===== src/logic/pwm_timer_pkg.sv =====
// constants, register map and carrier types of the auto-reload pwm timer
// ---------------------------------------------------------------------------
// ---------------------------------------------------------------------------
`default_nettype none
package pwm_timer_pkg;
  // register indices; byte address is four times the index
  localparam logic [7:0] IDX_DUTY3 = 8'h74;
  localparam logic [7:0] IDX_DUTY2 = 8'h75;
  localparam logic [7:0] IDX_DUTY1 = 8'h76;
  localparam logic [7:0] IDX_DUTY0 = 8'h77;
  localparam logic [7:0] IDX_OE_POL = 8'h78;
  localparam logic [7:0] IDX_CSR = 8'h79;
  localparam logic [7:0] IDX_CAR = 8'h7a;
  localparam logic [7:0] IDX_RELOAD = 8'h7b;
  localparam logic [7:0] IDX_IRQ_MASK = 8'h7f;
  // control/status field positions
  localparam int CSR_OVF_BIT = 0;
  localparam int CSR_OIE_BIT = 1;
  localparam int CSR_FORCE_BIT = 2;
  localparam int CSR_RUN_BIT = 3;
  localparam int CSR_PSC_LSB = 4;
  // reset values and counter top
  localparam logic [7:0] RST_BYTE = 8'h00;
  localparam logic [6:0] RST_PSC = 7'h00;
  localparam logic [7:0] CNT_TOP = 8'hff;
  // axi responses
  localparam logic [1:0] RESP_OKAY = 2'b00;
  localparam logic [1:0] RESP_SLVERR = 2'b10;

  // enable and polarity register layout
  typedef struct packed {
    logic [3:0] oe;
    logic [3:0] pol;
  } oe_pol_t;

  // control fields of the control/status register
  typedef struct packed {
    logic [2:0] psc_sel;
    logic run;
    logic overflow_irq_enable;
  } tmr_ctrl_t;
endpackage
`default_nettype wire


===== src/logic/pwm_prescaler.sv =====
// power-of-two prescaler producing the counter tick
`timescale 1ns/1ps
`default_nettype none
module pwm_prescaler (
  // clock and reset
  input wire logic clk,
  input wire logic rst_b,
  // control
  input wire logic run,
  input wire logic clear,
  input wire logic [2:0] sel,
  // tick to the counter
  output logic tick
);
  import pwm_timer_pkg::*;
  logic [6:0] psc_r;
  logic [6:0] mask;

  // tick when all bits below the selected ratio are ones
  assign mask = 7'((8'h01 << sel) - 8'h01);
  assign tick = run && ((psc_r & mask) == mask);

  // frozen when stopped, zeroed by a forced reload
  always_ff @(posedge clk or negedge rst_b) begin
    if (!rst_b) begin
      psc_r <= RST_PSC;
    end else if (clear) begin
      psc_r <= RST_PSC;
    end else if (run) begin
      psc_r <= psc_r + 7'h01;
    end
  end
endmodule // pwm_prescaler
`default_nettype wire


===== src/logic/pwm_channel.sv =====
// one pwm channel: compare latch and output stage
`timescale 1ns/1ps
`default_nettype none
module pwm_channel (
  // clock and reset
  input wire logic clk,
  input wire logic rst_b,
  // timer state
  input wire logic [7:0] cnt,
  input wire logic ovf_evt,
  // channel settings
  input wire logic [7:0] duty,
  input wire logic oe,
  input wire logic pol,
  // pin
  output logic pwm_out
);
  import pwm_timer_pkg::*;
  logic [7:0] cmp_r;

  // duty only reaches the compare at a period boundary, so no glitch
  always_ff @(posedge clk or negedge rst_b) begin
    if (!rst_b) begin
      cmp_r <= RST_BYTE;
    end else if (ovf_evt) begin
      cmp_r <= duty;
    end
  end

  // polarity is applied live, not latched, so a change shows next edge
  always_ff @(posedge clk or negedge rst_b) begin
    if (!rst_b) begin
      pwm_out <= 1'b0;
    end else begin
      pwm_out <= oe && ((cnt <= cmp_r) ^ pol);
    end
  end
endmodule // pwm_channel
`default_nettype wire


===== src/logic/pwm_timer_top.sv =====
// auto-reload pwm timer with four outputs behind an axi4-lite slave
//
// The address map and the AXI4-Lite interface to the registers were left to the implementer.
`timescale 1ns/1ps
`default_nettype none
module pwm_timer_top #(
  parameter int ADDR_W = 12,
  parameter int NUM_CH = 4
) (
  // clock and reset
  input wire logic CLK_SYS,
  input wire logic RST_B,
  // axi4-lite write address
  input wire logic [ADDR_W-1:0] AWADDR,
  input wire logic AWVALID,
  output logic AWREADY,
  // axi4-lite write data
  input wire logic [31:0] WDATA,
  input wire logic [3:0] WSTRB,
  input wire logic WVALID,
  output logic WREADY,
  // axi4-lite write response
  output logic [1:0] BRESP,
  output logic BVALID,
  input wire logic BREADY,
  // axi4-lite read address
  input wire logic [ADDR_W-1:0] ARADDR,
  input wire logic ARVALID,
  output logic ARREADY,
  // axi4-lite read data
  output logic [31:0] RDATA,
  output logic [1:0] RRESP,
  output logic RVALID,
  input wire logic RREADY,
  // interrupt and pins
  output logic IRQ,
  output logic [NUM_CH-1:0] PWM_OUT
);
  import pwm_timer_pkg::*;

  // ---------------------------------------------------------------------------
  // elaboration checks
  // ---------------------------------------------------------------------------
  if (ADDR_W < 10) begin : g_bad_addr
    $error("ADDR_W must cover the register indices");
  end
  if (NUM_CH != 4) begin : g_bad_ch
    $error("register layout serves exactly four channels");
  end

  // word index of a byte address
  function automatic logic [7:0] word_idx(input logic [ADDR_W-1:0] a);
    word_idx = a[9:2];
  endfunction

  // index lies inside the register map
  function automatic logic idx_mapped(input logic [7:0] i);
    idx_mapped = (i >= IDX_DUTY3 && i <= IDX_RELOAD) || i == IDX_IRQ_MASK;
  endfunction

  // ---------------------------------------------------------------------------
  // state
  // ---------------------------------------------------------------------------
  logic [7:0] duty_r [NUM_CH];
  oe_pol_t oe_pol_r;
  tmr_ctrl_t ctrl_r;
  logic ovf_r;
  logic irq_mask_r;
  logic [7:0] cnt_r;
  logic [7:0] reload_r;
  logic awready_r;
  logic bvalid_r;
  logic [1:0] bresp_r;
  logic arready_r;
  logic rvalid_r;
  logic [1:0] rresp_r;
  logic [31:0] rdata_r;
  logic irq_r;
  logic tick;
  logic [7:0] wr_idx;
  logic [7:0] rd_idx;
  logic wr_do;
  logic wr_en;
  logic rd_do;
  logic car_wr;
  logic force_wr;
  logic ovf_evt;
  logic csr_read;
  logic [7:0] rd_byte;

  // ---------------------------------------------------------------------------
  // axi4-lite handshakes
  // ---------------------------------------------------------------------------
  assign wr_idx = word_idx(AWADDR);
  assign rd_idx = word_idx(ARADDR);
  // address and data are taken together at the edge where awready_r is high
  assign wr_do = awready_r;
  assign wr_en = wr_do && WSTRB[0] && idx_mapped(wr_idx);
  assign rd_do = arready_r;

  // write address/data ready: one-cycle pulse once both are offered
  always_ff @(posedge CLK_SYS or negedge RST_B) begin
    if (!RST_B) begin
      awready_r <= 1'b0;
    end else begin
      awready_r <= AWVALID && WVALID && !awready_r && !bvalid_r;
    end
  end

  // write response held until the master takes it
  always_ff @(posedge CLK_SYS or negedge RST_B) begin
    if (!RST_B) begin
      bvalid_r <= 1'b0;
      bresp_r <= RESP_OKAY;
    end else if (wr_do) begin
      bvalid_r <= 1'b1;
      bresp_r <= idx_mapped(wr_idx) ? RESP_OKAY : RESP_SLVERR;
    end else if (BREADY) begin
      bvalid_r <= 1'b0;
    end
  end

  // read address ready: one read in flight at a time
  always_ff @(posedge CLK_SYS or negedge RST_B) begin
    if (!RST_B) begin
      arready_r <= 1'b0;
    end else begin
      arready_r <= ARVALID && !arready_r && !rvalid_r;
    end
  end

  // read mux; unused bits of the control/status byte read zero
  always_comb begin
    rd_byte = RST_BYTE;
    case (rd_idx)
      IDX_DUTY3: rd_byte = duty_r[3];
      IDX_DUTY2: rd_byte = duty_r[2];
      IDX_DUTY1: rd_byte = duty_r[1];
      IDX_DUTY0: rd_byte = duty_r[0];
      IDX_OE_POL: rd_byte = oe_pol_r;
      IDX_CSR: rd_byte = {1'b0, ctrl_r.psc_sel, ctrl_r.run, 1'b0, ctrl_r.overflow_irq_enable, ovf_r};
      IDX_CAR: rd_byte = cnt_r;
      IDX_RELOAD: rd_byte = reload_r;
      IDX_IRQ_MASK: rd_byte = {7'h00, irq_mask_r};
      default: rd_byte = RST_BYTE;
    endcase
  end

  // read data held until the master takes it
  always_ff @(posedge CLK_SYS or negedge RST_B) begin
    if (!RST_B) begin
      rvalid_r <= 1'b0;
      rresp_r <= RESP_OKAY;
      rdata_r <= 32'h0000_0000;
    end else if (rd_do) begin
      rvalid_r <= 1'b1;
      rresp_r <= idx_mapped(rd_idx) ? RESP_OKAY : RESP_SLVERR;
      rdata_r <= {24'h00_0000, rd_byte};
    end else if (RREADY) begin
      rvalid_r <= 1'b0;
    end
  end

  // ---------------------------------------------------------------------------
  // software registers
  // ---------------------------------------------------------------------------
  // duty registers, one per channel
  always_ff @(posedge CLK_SYS or negedge RST_B) begin
    if (!RST_B) begin
      for (int i = 0; i < NUM_CH; i++) begin
        duty_r[i] <= RST_BYTE;
      end
    end else if (wr_en) begin
      for (int i = 0; i < NUM_CH; i++) begin
        if (wr_idx == 8'(IDX_DUTY0 - 8'(i))) begin
          duty_r[i] <= WDATA[7:0];
        end
      end
    end
  end

  // enable/polarity, reload value and control fields
  always_ff @(posedge CLK_SYS or negedge RST_B) begin
    if (!RST_B) begin
      oe_pol_r <= RST_BYTE;
      reload_r <= RST_BYTE;
      ctrl_r <= '0;
      irq_mask_r <= 1'b0;
    end else if (wr_en) begin
      case (wr_idx)
        IDX_OE_POL: oe_pol_r <= WDATA[7:0];
        IDX_RELOAD: reload_r <= WDATA[7:0];
        IDX_CSR: begin
          ctrl_r.psc_sel <= WDATA[CSR_PSC_LSB +: 3];
          ctrl_r.run <= WDATA[CSR_RUN_BIT];
          ctrl_r.overflow_irq_enable <= WDATA[CSR_OIE_BIT];
        end
        IDX_IRQ_MASK: irq_mask_r <= WDATA[0];
        default: ;
      endcase
    end
  end

  // ---------------------------------------------------------------------------
  // counter
  // ---------------------------------------------------------------------------
  assign car_wr = wr_en && wr_idx == IDX_CAR;
  assign force_wr = wr_en && wr_idx == IDX_CSR && WDATA[CSR_FORCE_BIT];
  // a software load in the same cycle suppresses the wrap
  assign ovf_evt = tick && cnt_r == CNT_TOP && !car_wr && !force_wr;

  pwm_prescaler u_psc (
    .clk(CLK_SYS),
    .rst_b(RST_B),
    .run(ctrl_r.run),
    .clear(force_wr),
    .sel(ctrl_r.psc_sel),
    .tick(tick)
  );

  // software writes win over counting so the loaded value is never lost
  always_ff @(posedge CLK_SYS or negedge RST_B) begin
    if (!RST_B) begin
      cnt_r <= RST_BYTE;
    end else if (car_wr) begin
      cnt_r <= WDATA[7:0];
    end else if (force_wr) begin
      cnt_r <= reload_r;
    end else if (tick) begin
      cnt_r <= (cnt_r == CNT_TOP) ? reload_r : cnt_r + 8'h01;
    end
  end

  // ---------------------------------------------------------------------------
  // overflow flag and interrupt
  // ---------------------------------------------------------------------------
  assign csr_read = rd_do && rd_idx == IDX_CSR;

  // set wins over the clear of a read in the same cycle
  always_ff @(posedge CLK_SYS or negedge RST_B) begin
    if (!RST_B) begin
      ovf_r <= 1'b0;
    end else if (ovf_evt) begin
      ovf_r <= 1'b1;
    end else if (csr_read) begin
      ovf_r <= 1'b0;
    end
  end

  // level interrupt, one cycle behind the flag
  always_ff @(posedge CLK_SYS or negedge RST_B) begin
    if (!RST_B) begin
      irq_r <= 1'b0;
    end else begin
      irq_r <= ovf_r && ctrl_r.overflow_irq_enable && irq_mask_r;
    end
  end

  // ---------------------------------------------------------------------------
  // channels
  // ---------------------------------------------------------------------------
  // all channels share one counter and one overflow, hence one first edge
  for (genvar c = 0; c < NUM_CH; c++) begin : g_ch
    pwm_channel u_ch (
      .clk(CLK_SYS),
      .rst_b(RST_B),
      .cnt(cnt_r),
      .ovf_evt(ovf_evt),
      .duty(duty_r[c]),
      .oe(oe_pol_r.oe[c]),
      .pol(oe_pol_r.pol[c]),
      .pwm_out(PWM_OUT[c])
    );
  end

  assign AWREADY = awready_r;
  assign WREADY = awready_r;
  assign BVALID = bvalid_r;
  assign BRESP = bresp_r;
  assign ARREADY = arready_r;
  assign RVALID = rvalid_r;
  assign RRESP = rresp_r;
  assign RDATA = rdata_r;
  assign IRQ = irq_r;
endmodule // pwm_timer_top
`default_nettype wire


===== config.mk =====
export PLATFORM = sky130hd
export DESIGN_NAME = pwm_timer_top
export DESIGN_NICKNAME = d
export VERILOG_FILES = /design/src/logic/pwm_timer_pkg.sv /design/src/logic/pwm_prescaler.sv /design/src/logic/pwm_channel.sv /design/src/logic/pwm_timer_top.sv
export SDC_FILE = /design/constraint.sdc
export NUM_CORES = 1
export LEC_CHECK = 0
export BUFFER_PORTS_ARGS = -buffer_cell sky130_fd_sc_hd__buf_2
export CORE_MARGIN = 2
export CORE_UTILIZATION = 57
export CTS_CLUSTER_DIAMETER = 120
export DETAILED_ROUTE_END_ITERATION = 10
export PLACE_DENSITY = 0.81
export SYNTH_ARGS = -nofsm -noshare
export SYNTH_HDL_FRONTEND = slang
export SYNTH_SLANG_ARGS = --single-unit

===== constraint.sdc =====
create_clock -name CLK_SYS -period 3.4 [get_ports CLK_SYS]
set_clock_uncertainty 0.15 [all_clocks]
set_input_delay 0.68 -clock CLK_SYS [delete_from_list [all_inputs] [get_ports CLK_SYS]]
set_output_delay 0.68 -clock CLK_SYS [all_outputs]
set_load 0.02 [all_outputs]

# After elaboration in Yosys (flattened, before gate mapping)
# Index checks and enable logic that the tools add are counted.
[totals]
reg_bits = 123
latch_bits = 0
ramBits = 0
mem_bits_ro = 0
inputBits = 67
output_inout_bits = 46
elab_cells = 126
n_memories = 0
[op_classes]
n_addsub = 3
n_mul = 0
n_div = 0
order_cmp = 8
eq_ne = 20
n_shift = 1
n_mux = 15
bitwise_logic = 5
reduce_logical = 44
[op_table]
columns = ["op", "count"]
rows = [
  ["8-bit by 7-bit == test with 1-bit output (second input constant)", 18],
  ["8-bit case mux with 9 select lines", 1],
  ["8-bit less-or-equal comparator", 4],
  ["8-bit 2-to-1 mux", 4],
  ["1-bit logical AND", 23],
  ["8-bit by 7-bit >= comparator with 1-bit output (second input constant)", 2],
  ["8-bit by 7-bit less-or-equal comparator with 1-bit output (second input constant)", 2],
  ["2-bit AND reduction", 8],
  ["7-bit 2-to-1 mux", 2],
  ["8-bit by 1-bit adder with 8-bit output (second input constant)", 1],
  ["8-bit == test (second input constant)", 1],
  ["2-bit nonzero test", 4],
  ["7-bit by 1-bit adder with 7-bit output (second input constant)", 1],
  ["7-bit bitwise AND", 1],
  ["7-bit == test", 1],
  ["1-bit by 3-bit << shifter with 7-bit output (first input constant)", 1],
  ["7-bit by 1-bit subtractor with 7-bit output (second input constant)", 1],
  ["1-bit logical NOT", 6],
  ["1-bit 2-to-1 mux", 6],
  ["2-bit 2-to-1 mux", 2],
  ["1-bit bitwise XOR", 4],
  ["3-bit nonzero test", 1],
  ["1-bit logical OR", 2],
]

# Depth between registers and ports, before layout
# Gate-level depths: netlist of the first run.
[depth]
depth_word = 9
mapped_depth = 10
mapped_depth_nobuf = 9

# Cells and area by module
# Synthesis of the first run repeated with hierarchy kept, for this count alone.
[hier_totals]
hier_cells = 626
hier_area_um2 = 6606.3
[by_module_without_submodules]
columns = ["module", "instances", "cells_each", "area_per_inst_um2", "seq_area_each_um2"]
rows = [
  ["pwm_timer_top", 1, 362, 4041.4, 1951.9],
  ["pwm_channel", 4, 56, 548.0, 225.2],
  ["pwm_prescaler", 1, 40, 372.9, 175.2],
]

# Least setup slack after synthesis of the first run
# OpenSTA, ideal clock, no wires.
[synth_path]
path_type = "register -> register"
from = "reg ctrl_r[2] (netlist bit)"
to = "reg g_ch[0].u_ch.cmp_r[7]"
arrival_time_ns = 2.619
required_time_ns = 3.125
slack_ns = 0.506
path_stages_with_launch = 10
n_path_buf = 2
period_less_slack_ns = 2.894
path_cell_list = "dfrtp_1 > buf_2 > or3_4 > ha_1 > a32o_1 > nor4_4 > nand2_1 > nor3_4 > buf_6 > mux2_4"
[synth_via]
elab_chain_len = 8
[synth_lines]
columns = ["element", "line", "source"]
rows = [
  ["start, declared", "pwm_timer_top.sv:66", "tmr_ctrl_t ctrl_r;"],
  ["1-bit by 3-bit << shifter with 7-bit output *", "pwm_prescaler.sv:20", "assign mask = 7'((8'h01 << sel) - 8'h01);"],
  ["7-bit by 1-bit subtractor with 7-bit output *", "pwm_prescaler.sv:20", ""],
  ["7-bit bitwise AND", "pwm_prescaler.sv:21", "assign tick = run && ((psc_r & mask) == mask);"],
  ["7-bit == test *", "pwm_prescaler.sv:21", ""],
  ["1-bit logical AND *", "pwm_prescaler.sv:21", ""],
  ["1-bit logical AND * (3 in series)", "pwm_timer_top.sv:210", "assign ovf_evt = tick && cnt_r == CNT_TOP && !car_wr && !force_wr;"],
  ["end signal, assigned", "pwm_channel.sv:26", "cmp_r <= duty;"],
  ["end, declared", "pwm_channel.sv:19", "logic [7:0] cmp_r;"],
]
# Every way passes the cells marked *; elsewhere a longest branch is shown, timed or not.
# A chain may end at the register's enable or synchronous reset.

# Final worst setup path of the first run
[layout_path]
from = "reg ctrl_r[4] (netlist bit)"
to = "reg g_ch[3].u_ch.cmp_r[1]"
[layout_via]
elab_chain_len = 8
[layout_lines]
columns = ["element", "line"]
rows = [
  ["1-bit by 3-bit << shifter with 7-bit output *", "pwm_prescaler.sv:20"],
  ["7-bit by 1-bit subtractor with 7-bit output *", "pwm_prescaler.sv:20"],
  ["7-bit bitwise AND", "pwm_prescaler.sv:21"],
  ["7-bit == test *", "pwm_prescaler.sv:21"],
  ["1-bit logical AND *", "pwm_prescaler.sv:21"],
  ["1-bit logical AND * (3 in series)", "pwm_timer_top.sv:210"],
  ["end signal, assigned", "pwm_channel.sv:26"],
  ["end, declared", "pwm_channel.sv:19"],
]
# Marks and branches as above.

==> results of run 1 <==
==> cells in the mapped netlist, types with 2 or more instances <==
| library cell | instances |
|---|---|
| o21ai_0 | 19 |
| mux2_2 | 61 |
| or3_1 | 4 |
| nor3_1 | 11 |
| ha_1 | 35 |
| buf_6 | 3 |
| mux2_4 | 29 |
| o22ai_1 | 8 |
| buf_4 | 32 |
| a22oi_1 | 7 |
| nand3_1 | 19 |
| nand4_1 | 8 |
| nand2_1 | 30 |
| mux2i_1 | 12 |
| nand3b_1 | 2 |
| a32o_1 | 2 |
| dfrtp_1 | 121 |
| inv_1 | 43 |
| a21o_1 | 9 |
| xor2_1 | 3 |
| a211o_1 | 2 |
| a21oi_1 | 11 |
| nor2_1 | 17 |
| nand4b_1 | 2 |
| buf_1 | 2 |
| nor2b_1 | 8 |
| nand2b_1 | 9 |
| and3_1 | 2 |
| a221oi_1 | 6 |
| xnor2_1 | 5 |
| clkbuf_1 | 12 |
| o21a_1 | 14 |
| o211ai_1 | 5 |
| mux4_2 | 12 |
==> routing by layer <==
| layer | track usage [%] | routed length, um |
|---|---|---|
| met5 | 0 | 0 |
| met4 | 12.4 | 488 |
| met3 | 5.15 | 926 |
| met2 | 43.8 | 8160 |
| met1 | 33.7 | 6580 |
==> final cells by class <==
cell class / instances / area (um2)
Timing Repair Buffer: 60 / 350
Clock inverter: 10 / 175
Sequential cell: 121 / 3030
Tap cell: 147 / 184
Multi-Input combinational cell: 397 / 3410
Fill cell: 870 / 4110
Inverter: 43 / 161
Clock buffer: 20 / 447
==> registers in the layout, summed over array words and instances, names as in the netlist, 4 cells and up <==
register / cells
duty_r: 32
oe_pol_r: 8
reload_r: 8
g_ch.u_ch.cmp_r: 32
u_psc.psc_r: 7
RDATA: 8
cnt_r: 8
ctrl_r: 5
g_ch.u_ch.pwm_out: 4
==> placed cells by master (no fill, tap or decap), drive strengths merged, types with 6 or more instances in the layout <==
master    n
dfrtp   121
mux2     90
buf      60
inv      43
ha       35
nand2    30
conb     26
clkbuf   20
nand3    19
o21ai    19
nor2     18
o21a     14
nor3     13
mux2i    12
mux4     12
a21oi    11
nand2b    9
a21o      9
nor2b     8
nand4     8
o22ai     8
a22oi     7
a221oi    6
==> per-stage QoR <==
step / hold WS (ns) / std cells / worst slack [ns] / cell area (um2)
2_1_floorplan: 0.234 / 611 / 0.506 / 6930
3_3_place_gp: 0.286 / 768 / 0.259 / 7130
3_5_place_dp: 0.301 / 768 / 0.198 / 7130
4_1_cts: 0.269 / 798 / 0.243 / 7760
5_1_grt: 0.313 / 798 / 0.122 / 7760
6_report: 0.241 / 798 / 0.227 / 7760
==> logic make-up after synthesis <==
family	count (synthesis)
fa+ha+maj	35
mux	114
flops	121
xor+xnor	8
simple gates	125
buf+inv	93
compound gates	89
other cells	1
==> worst max-delay path by stage <==
stage / endpoint / cells past startpoint
5_1_grt: g_ch[3].u_ch.cmp_r[0] / 8
6_report: g_ch[3].u_ch.cmp_r[1] / 8
3_3_place_gp: cnt_r[1] / 6
3_5_place_dp: cnt_r[1] / 6
2_1_floorplan: g_ch[0].u_ch.cmp_r[7] / 9
4_1_cts: g_ch[3].u_ch.cmp_r[2] / 8
==> report_power, final <==
group	leakage [nW]	internal, mW	switching [mW]
sequential	1.63	1.49	0.107
clock	0.309	1.30	0.615
combinational	1.79	0.258	0.326
==> impl_metrics.tcl, run 1 <==
set metrics [dict create \
    status "finished, final reports clean" \
    fmax_mhz 315 \
    final.setup.tns_ns 0 \
    grt_util_all_layers_pct 26.4 \
    cpLargestDelayFamily "simple AND/OR/NAND/NOR gates" \
    grt_overflow 0 \
    synth_top_family_by_area "multiplexers" \
    worstPathRequired_ns 3.54 \
    ios 113 \
    path_class "flip-flop to flip-flop" \
    hold_buffers 0 \
    critPathMaxStageDelay_ns 0.48 \
    hpwl_um 11100 \
    avgSynthCellArea_um2 11.7 \
    drc 0 \
    postCtsSetupBuffers 0 \
    antenna_found_initial 0 \
    reg2reg_to "g_ch[3].u_ch.cmp_r[1]" \
    rsz0062_at_grt "no" \
    power.density_nw_per_um2 529 \
    setup_viol_count_final 0 \
    grt_pass1_vias 4952 \
    ys_seq_elements 121 \
    critPathLaunchType "flip-flop" \
    hold_viol 0 \
    htreeDepth 4 \
    async_flop_share_pct 100 \
    yosys-top-cells-area "dfrtp_1 44%, mux2_2 10%, ha_1 6.4%, mux2_4 6.4%, mux4_2 4.0%" \
    utilization_pct 65.4 \
    synth-simple-area-share_pct 10.1 \
    synthCells 586 \
    crit_buf_inv 1 \
    rows 40 \
    vias 4871 \
    numCtsBuffers 17 \
    cap_violations 0 \
    grt_pass1_wl_um 25800 \
    cts_tree "built" \
    cts_buffer_depth 2 \
    worst_path_max_delay_cell "dfrtp_1" \
    synth_flop_cell "dfrtp_1" \
    routedWlPerCell_um 20.2 \
    yosysWarnings 0 \
    grt_start_max_net_pins 68 \
    clock_latency_ns 0.41 \
    ctsResizeCount 0 \
    first_pass_iters 5 \
    gp_congestion 0.862 \
    post-route-period-util_pct 93.3 \
    antenna_cells 0 \
    io_buffers 51 \
    rr_startpoint "ctrl_r[4]" \
    tightest_slew_ns 0.875 \
    floorplan.initialDensity_pct 57.6 \
    synth-compound-area-share_pct 8.84 \
    seq_area_frac_synth_pct 44.3 \
    path_cells "or3_4 -> ha_1 -> a32o_1 -> nor4_4 -> nand2_1 -> nor3_4 -> buf_12 -> mux2_2" \
    worstHoldPathType "input pin to async pin" \
    clockRootBuffer "clkbuf_16" \
    power_mw 4.10 \
    slew_headroom_pct 41.7 \
    synth_cell_types 55 \
    core_area_um2 11900 \
    clk_pin_slew_worst_paths_ns 0.05 \
    drtAntennaViolNets 0 \
    vdd_drop_max_mv 0.334 \
    drv_slew 0 \
    end_kind "flip-flop" \
    finalWirelength_um 16200 \
    synth_edf_count 0 \
    fin_nets 742 \
    die-area_um2 12900 \
    synth_xor_area_share_pct 1.02 \
    p_leak_nw 3.72 \
    synth.top_cell.area_share_pct 44.3 \
    synthMuxAreaShare_pct 22.1 \
    reg2reg_depth 8 \
    drt_iter0_markers 372 \
    critPathLaunch "ctrl_r[4]" \
    crit_arrival_ns 3.32 \
    die_height_um 114 \
    areaGrowthSynthToFinish_pct 13.4 \
    final.min_clock_period_ns 3.17 \
    viasPerCell 6.10 \
    synth_fa_ha_area_share_pct 6.40 \
    drive_above_1_share_pct 30.6 \
    numClockSinks 121 \
    path_max_fanout 33 \
    synth_area_um2 6840 \
    reg2reg_setup_slack_ns 0.23 \
    synth_top_area_cell "dfrtp_1" \
    die_x_um 114 \
]
Note: power is estimated with default switching activity, not from simulation.
==> run 2, diff against run 1 <==
--- a/config.mk
+++ b/config.mk
@@ -7,10 +7,10 @@
 export LEC_CHECK = 0
 export BUFFER_PORTS_ARGS = -buffer_cell sky130_fd_sc_hd__buf_2
 export CORE_MARGIN = 2
-export CORE_UTILIZATION = 57
+export CORE_UTILIZATION = 54
 export CTS_CLUSTER_DIAMETER = 120
 export DETAILED_ROUTE_END_ITERATION = 10
-export PLACE_DENSITY = 0.81
+export PLACE_DENSITY = 0.77
 export SYNTH_ARGS = -nofsm -noshare
 export SYNTH_HDL_FRONTEND = slang
 export SYNTH_SLANG_ARGS = --single-unit
==> constraint.sdc (replaced) <==
create_clock -name CLK_SYS -period 3.15 [get_ports CLK_SYS]
set_clock_uncertainty 0.15 [all_clocks]
set_input_delay 0.63 -clock CLK_SYS [delete_from_list [all_inputs] [get_ports CLK_SYS]]
set_output_delay 0.63 -clock CLK_SYS [all_outputs]
set_load 0.02 [all_outputs]
==> run 2 against run 1 <==
  * Cell area grew 1.1%
  * Combinational power increased by 7.9%
  * Sequential share of layout area is 0.42 points lower
  * Critical path depth is the same
  * Clock-buffer cell count increased by 4
  * Via count increased by 0.55%
  * Global-route usage shrank 1.5 points
  * Hold slack worse by 0.15 ns
  * Highest routed layer unchanged
==> impl_metrics.tcl, run 2 (synthesis gave the netlist of run 1 again) <==
set metrics [dict create \
    status "finished, final reports clean" \
    die-area_um2 13600 \
    drc 0 \
    grt_pass1_wl_um 25400 \
    power_mw 4.27 \
    cts_tree "built" \
    htreeDepth 4 \
    die_x_um 117 \
    path_max_fanout 17 \
    hold_buffers 0 \
    areaGrowthSynthToFinish_pct 14.7 \
    fin_nets 750 \
    critPathMaxStageDelay_ns 0.39 \
    numCtsBuffers 17 \
    grt_util_all_layers_pct 24.9 \
    final.setup.tns_ns 0 \
    clk_pin_slew_worst_paths_ns 0.05 \
    viasPerCell 5.88 \
    crit_arrival_ns 3.20 \
    grt_start_max_net_pins 61 \
    final_cell_area_um2 7840 \
    drv_slew 0 \
    p_leak_nw 3.75 \
    ios 113 \
    reg2reg_depth 8 \
    cp_num_cells 8 \
    cap_violations 0 \
    die_height_um 117 \
    core_area_um2 12500 \
    cpLargestDelayFamily "simple AND/OR/NAND/NOR gates" \
    hold_slack_ns 0.0871 \
    path_cells "or3_4 -> ha_1 -> a32o_1 -> nor4_4 -> nand2_1 -> nor3_4 -> buf_12 -> mux2_2" \
    finalWirelength_um 16300 \
    cts_buffer_depth 2 \
    mostFrequentLayoutCells "121 x dfrtp_1, 61 x mux2_2, 50 x buf_2" \
    reg_top3 "duty_r: 32 flops, g_ch.u_ch.cmp_r: 32 flops" \
    drive_above_1_share_pct 31.5 \
    slew_headroom_pct 52.4 \
    worstHoldPathType "input pin to async pin" \
    first_pass_iters 5 \
    placed_area_um2 7230 \
    hpwl_um 11300 \
    grt_pass1_vias 4942 \
    path_class "flip-flop to flip-flop" \
    final_common_cell "dfrtp_1" \
    final_cells 833 \
    crit_buf_inv 1 \
    vdd_drop_max_mv 0.381 \
    clockRootBuffer "clkbuf_16" \
    critPathLaunchType "flip-flop" \
    drt_iter0_markers 370 \
    end_kind "flip-flop" \
    numClockSinks 121 \
    post-route-period-util_pct 96.9 \
    final.min_clock_period_ns 3.05 \
    rows 41 \
    setup_viol_count_final 0 \
    dp.cells 800 \
    io_buffers 51 \
    antenna_found_initial 0 \
    hold_viol 0 \
    antenna_cells 0 \
    vias 4898 \
    tightest_slew_ns 0.714 \
    grt_overflow 0 \
    clock_latency_ns 0.41 \
    gp_congestion 0.905 \
    worstPathRequired_ns 3.30 \
    fmax_mhz 327 \
    power.density_nw_per_um2 545 \
    rsz0062_at_grt "no" \
    floorplan.initialDensity_pct 54.9 \
    drtAntennaViolNets 0 \
    routedWlPerCell_um 19.5 \
    worst_path_max_delay_cell "or3_4" \
    fill_cells 958 \
]
## run 2: changes by cell type in the layout (fill, tap and decap cells not counted)
cell and change:
clkbuf_1 +1, buf_12 +1, clkbuf_16 +1, buf_4 +6, clkinvlp_4 +1, bufinv_16 -3, clkbuf_8 +3
## run 2: where the power goes
| part | leakage [nW] | total (mW) | switching (mW) | internal [mW] |
|---|---|---|---|---|
| Sequential | 1.63 | 1.72 | 0.112 | 1.61 |
| Combinational | 1.84 | 0.629 | 0.349 | 0.280 |
| Clock | 0.290 | 1.92 | 0.681 | 1.24 |
## run 2: worst reg2reg max path, delay by kind of cell (launching register included)
kind	cells	cell delay [ns]
compound gates	1	0.29
fa+ha+maj	1	0.29
buf+inv	1	0.25
flops	1	0.37
mux	1	0.37
simple gates	4	1.22
## run 2: final timing paths
| kind | startpoint | endpoint | slack [ns] |
|---|---|---|---|
| max | ctrl_r[3] | g_ch[3].u_ch.cmp_r[1] | 0.1 |
| min | RST_B | g_ch[3].u_ch.cmp_r[6] | 0.09 |
| max reg2reg | ctrl_r[3] | g_ch[3].u_ch.cmp_r[1] | 0.1 |
| min in group CLK_SYS | WVALID | AWREADY | 0.28 |
| max in group asynchronous | RST_B | ctrl_r[1] | 2.00 |
| min reg2reg | RVALID | ARREADY | 0.30 |
## run 2: area by class of cell
type / count / area [um2] / area share, %
flip-flops and latches: 121 / 3030 / 38.6
multi-input cells: 397 / 3410 / 43.5
clock buffers: 24 / 492 / 6.27
clock inverters: 8 / 92.6 / 1.18
inverters: 43 / 161 / 2.06
repair buffers: 68 / 440 / 5.62
well taps: 172 / 215 / 2.74
## run 2: through the flow
stage          utilization [%]  setup WS (ns)
2_1_floorplan                -          0.256
3_3_place_gp              58.0          0.163
3_5_place_dp              58.0         0.0860
4_1_cts                   62.7         0.0664
5_1_grt                   62.9        0.00380
6_report                  62.9         0.0965
## run 2: repair_timing
action,4_1_cts,5_1_grt
buffers inserted,0,0
endpoints found under the setup margin,0,3
gates resized for setup,0,0
## run 2: layer usage
layer,up-vias,global-route usage (%),wire length [um],part of all wire (%)
met2,204,40.7,8120,50
met3,46,4.98,988,6.1
li1,2178,-,-,-
met4,0,10.7,522,3.2
met1,2470,32.5,6650,41
met5,-,0,0,0
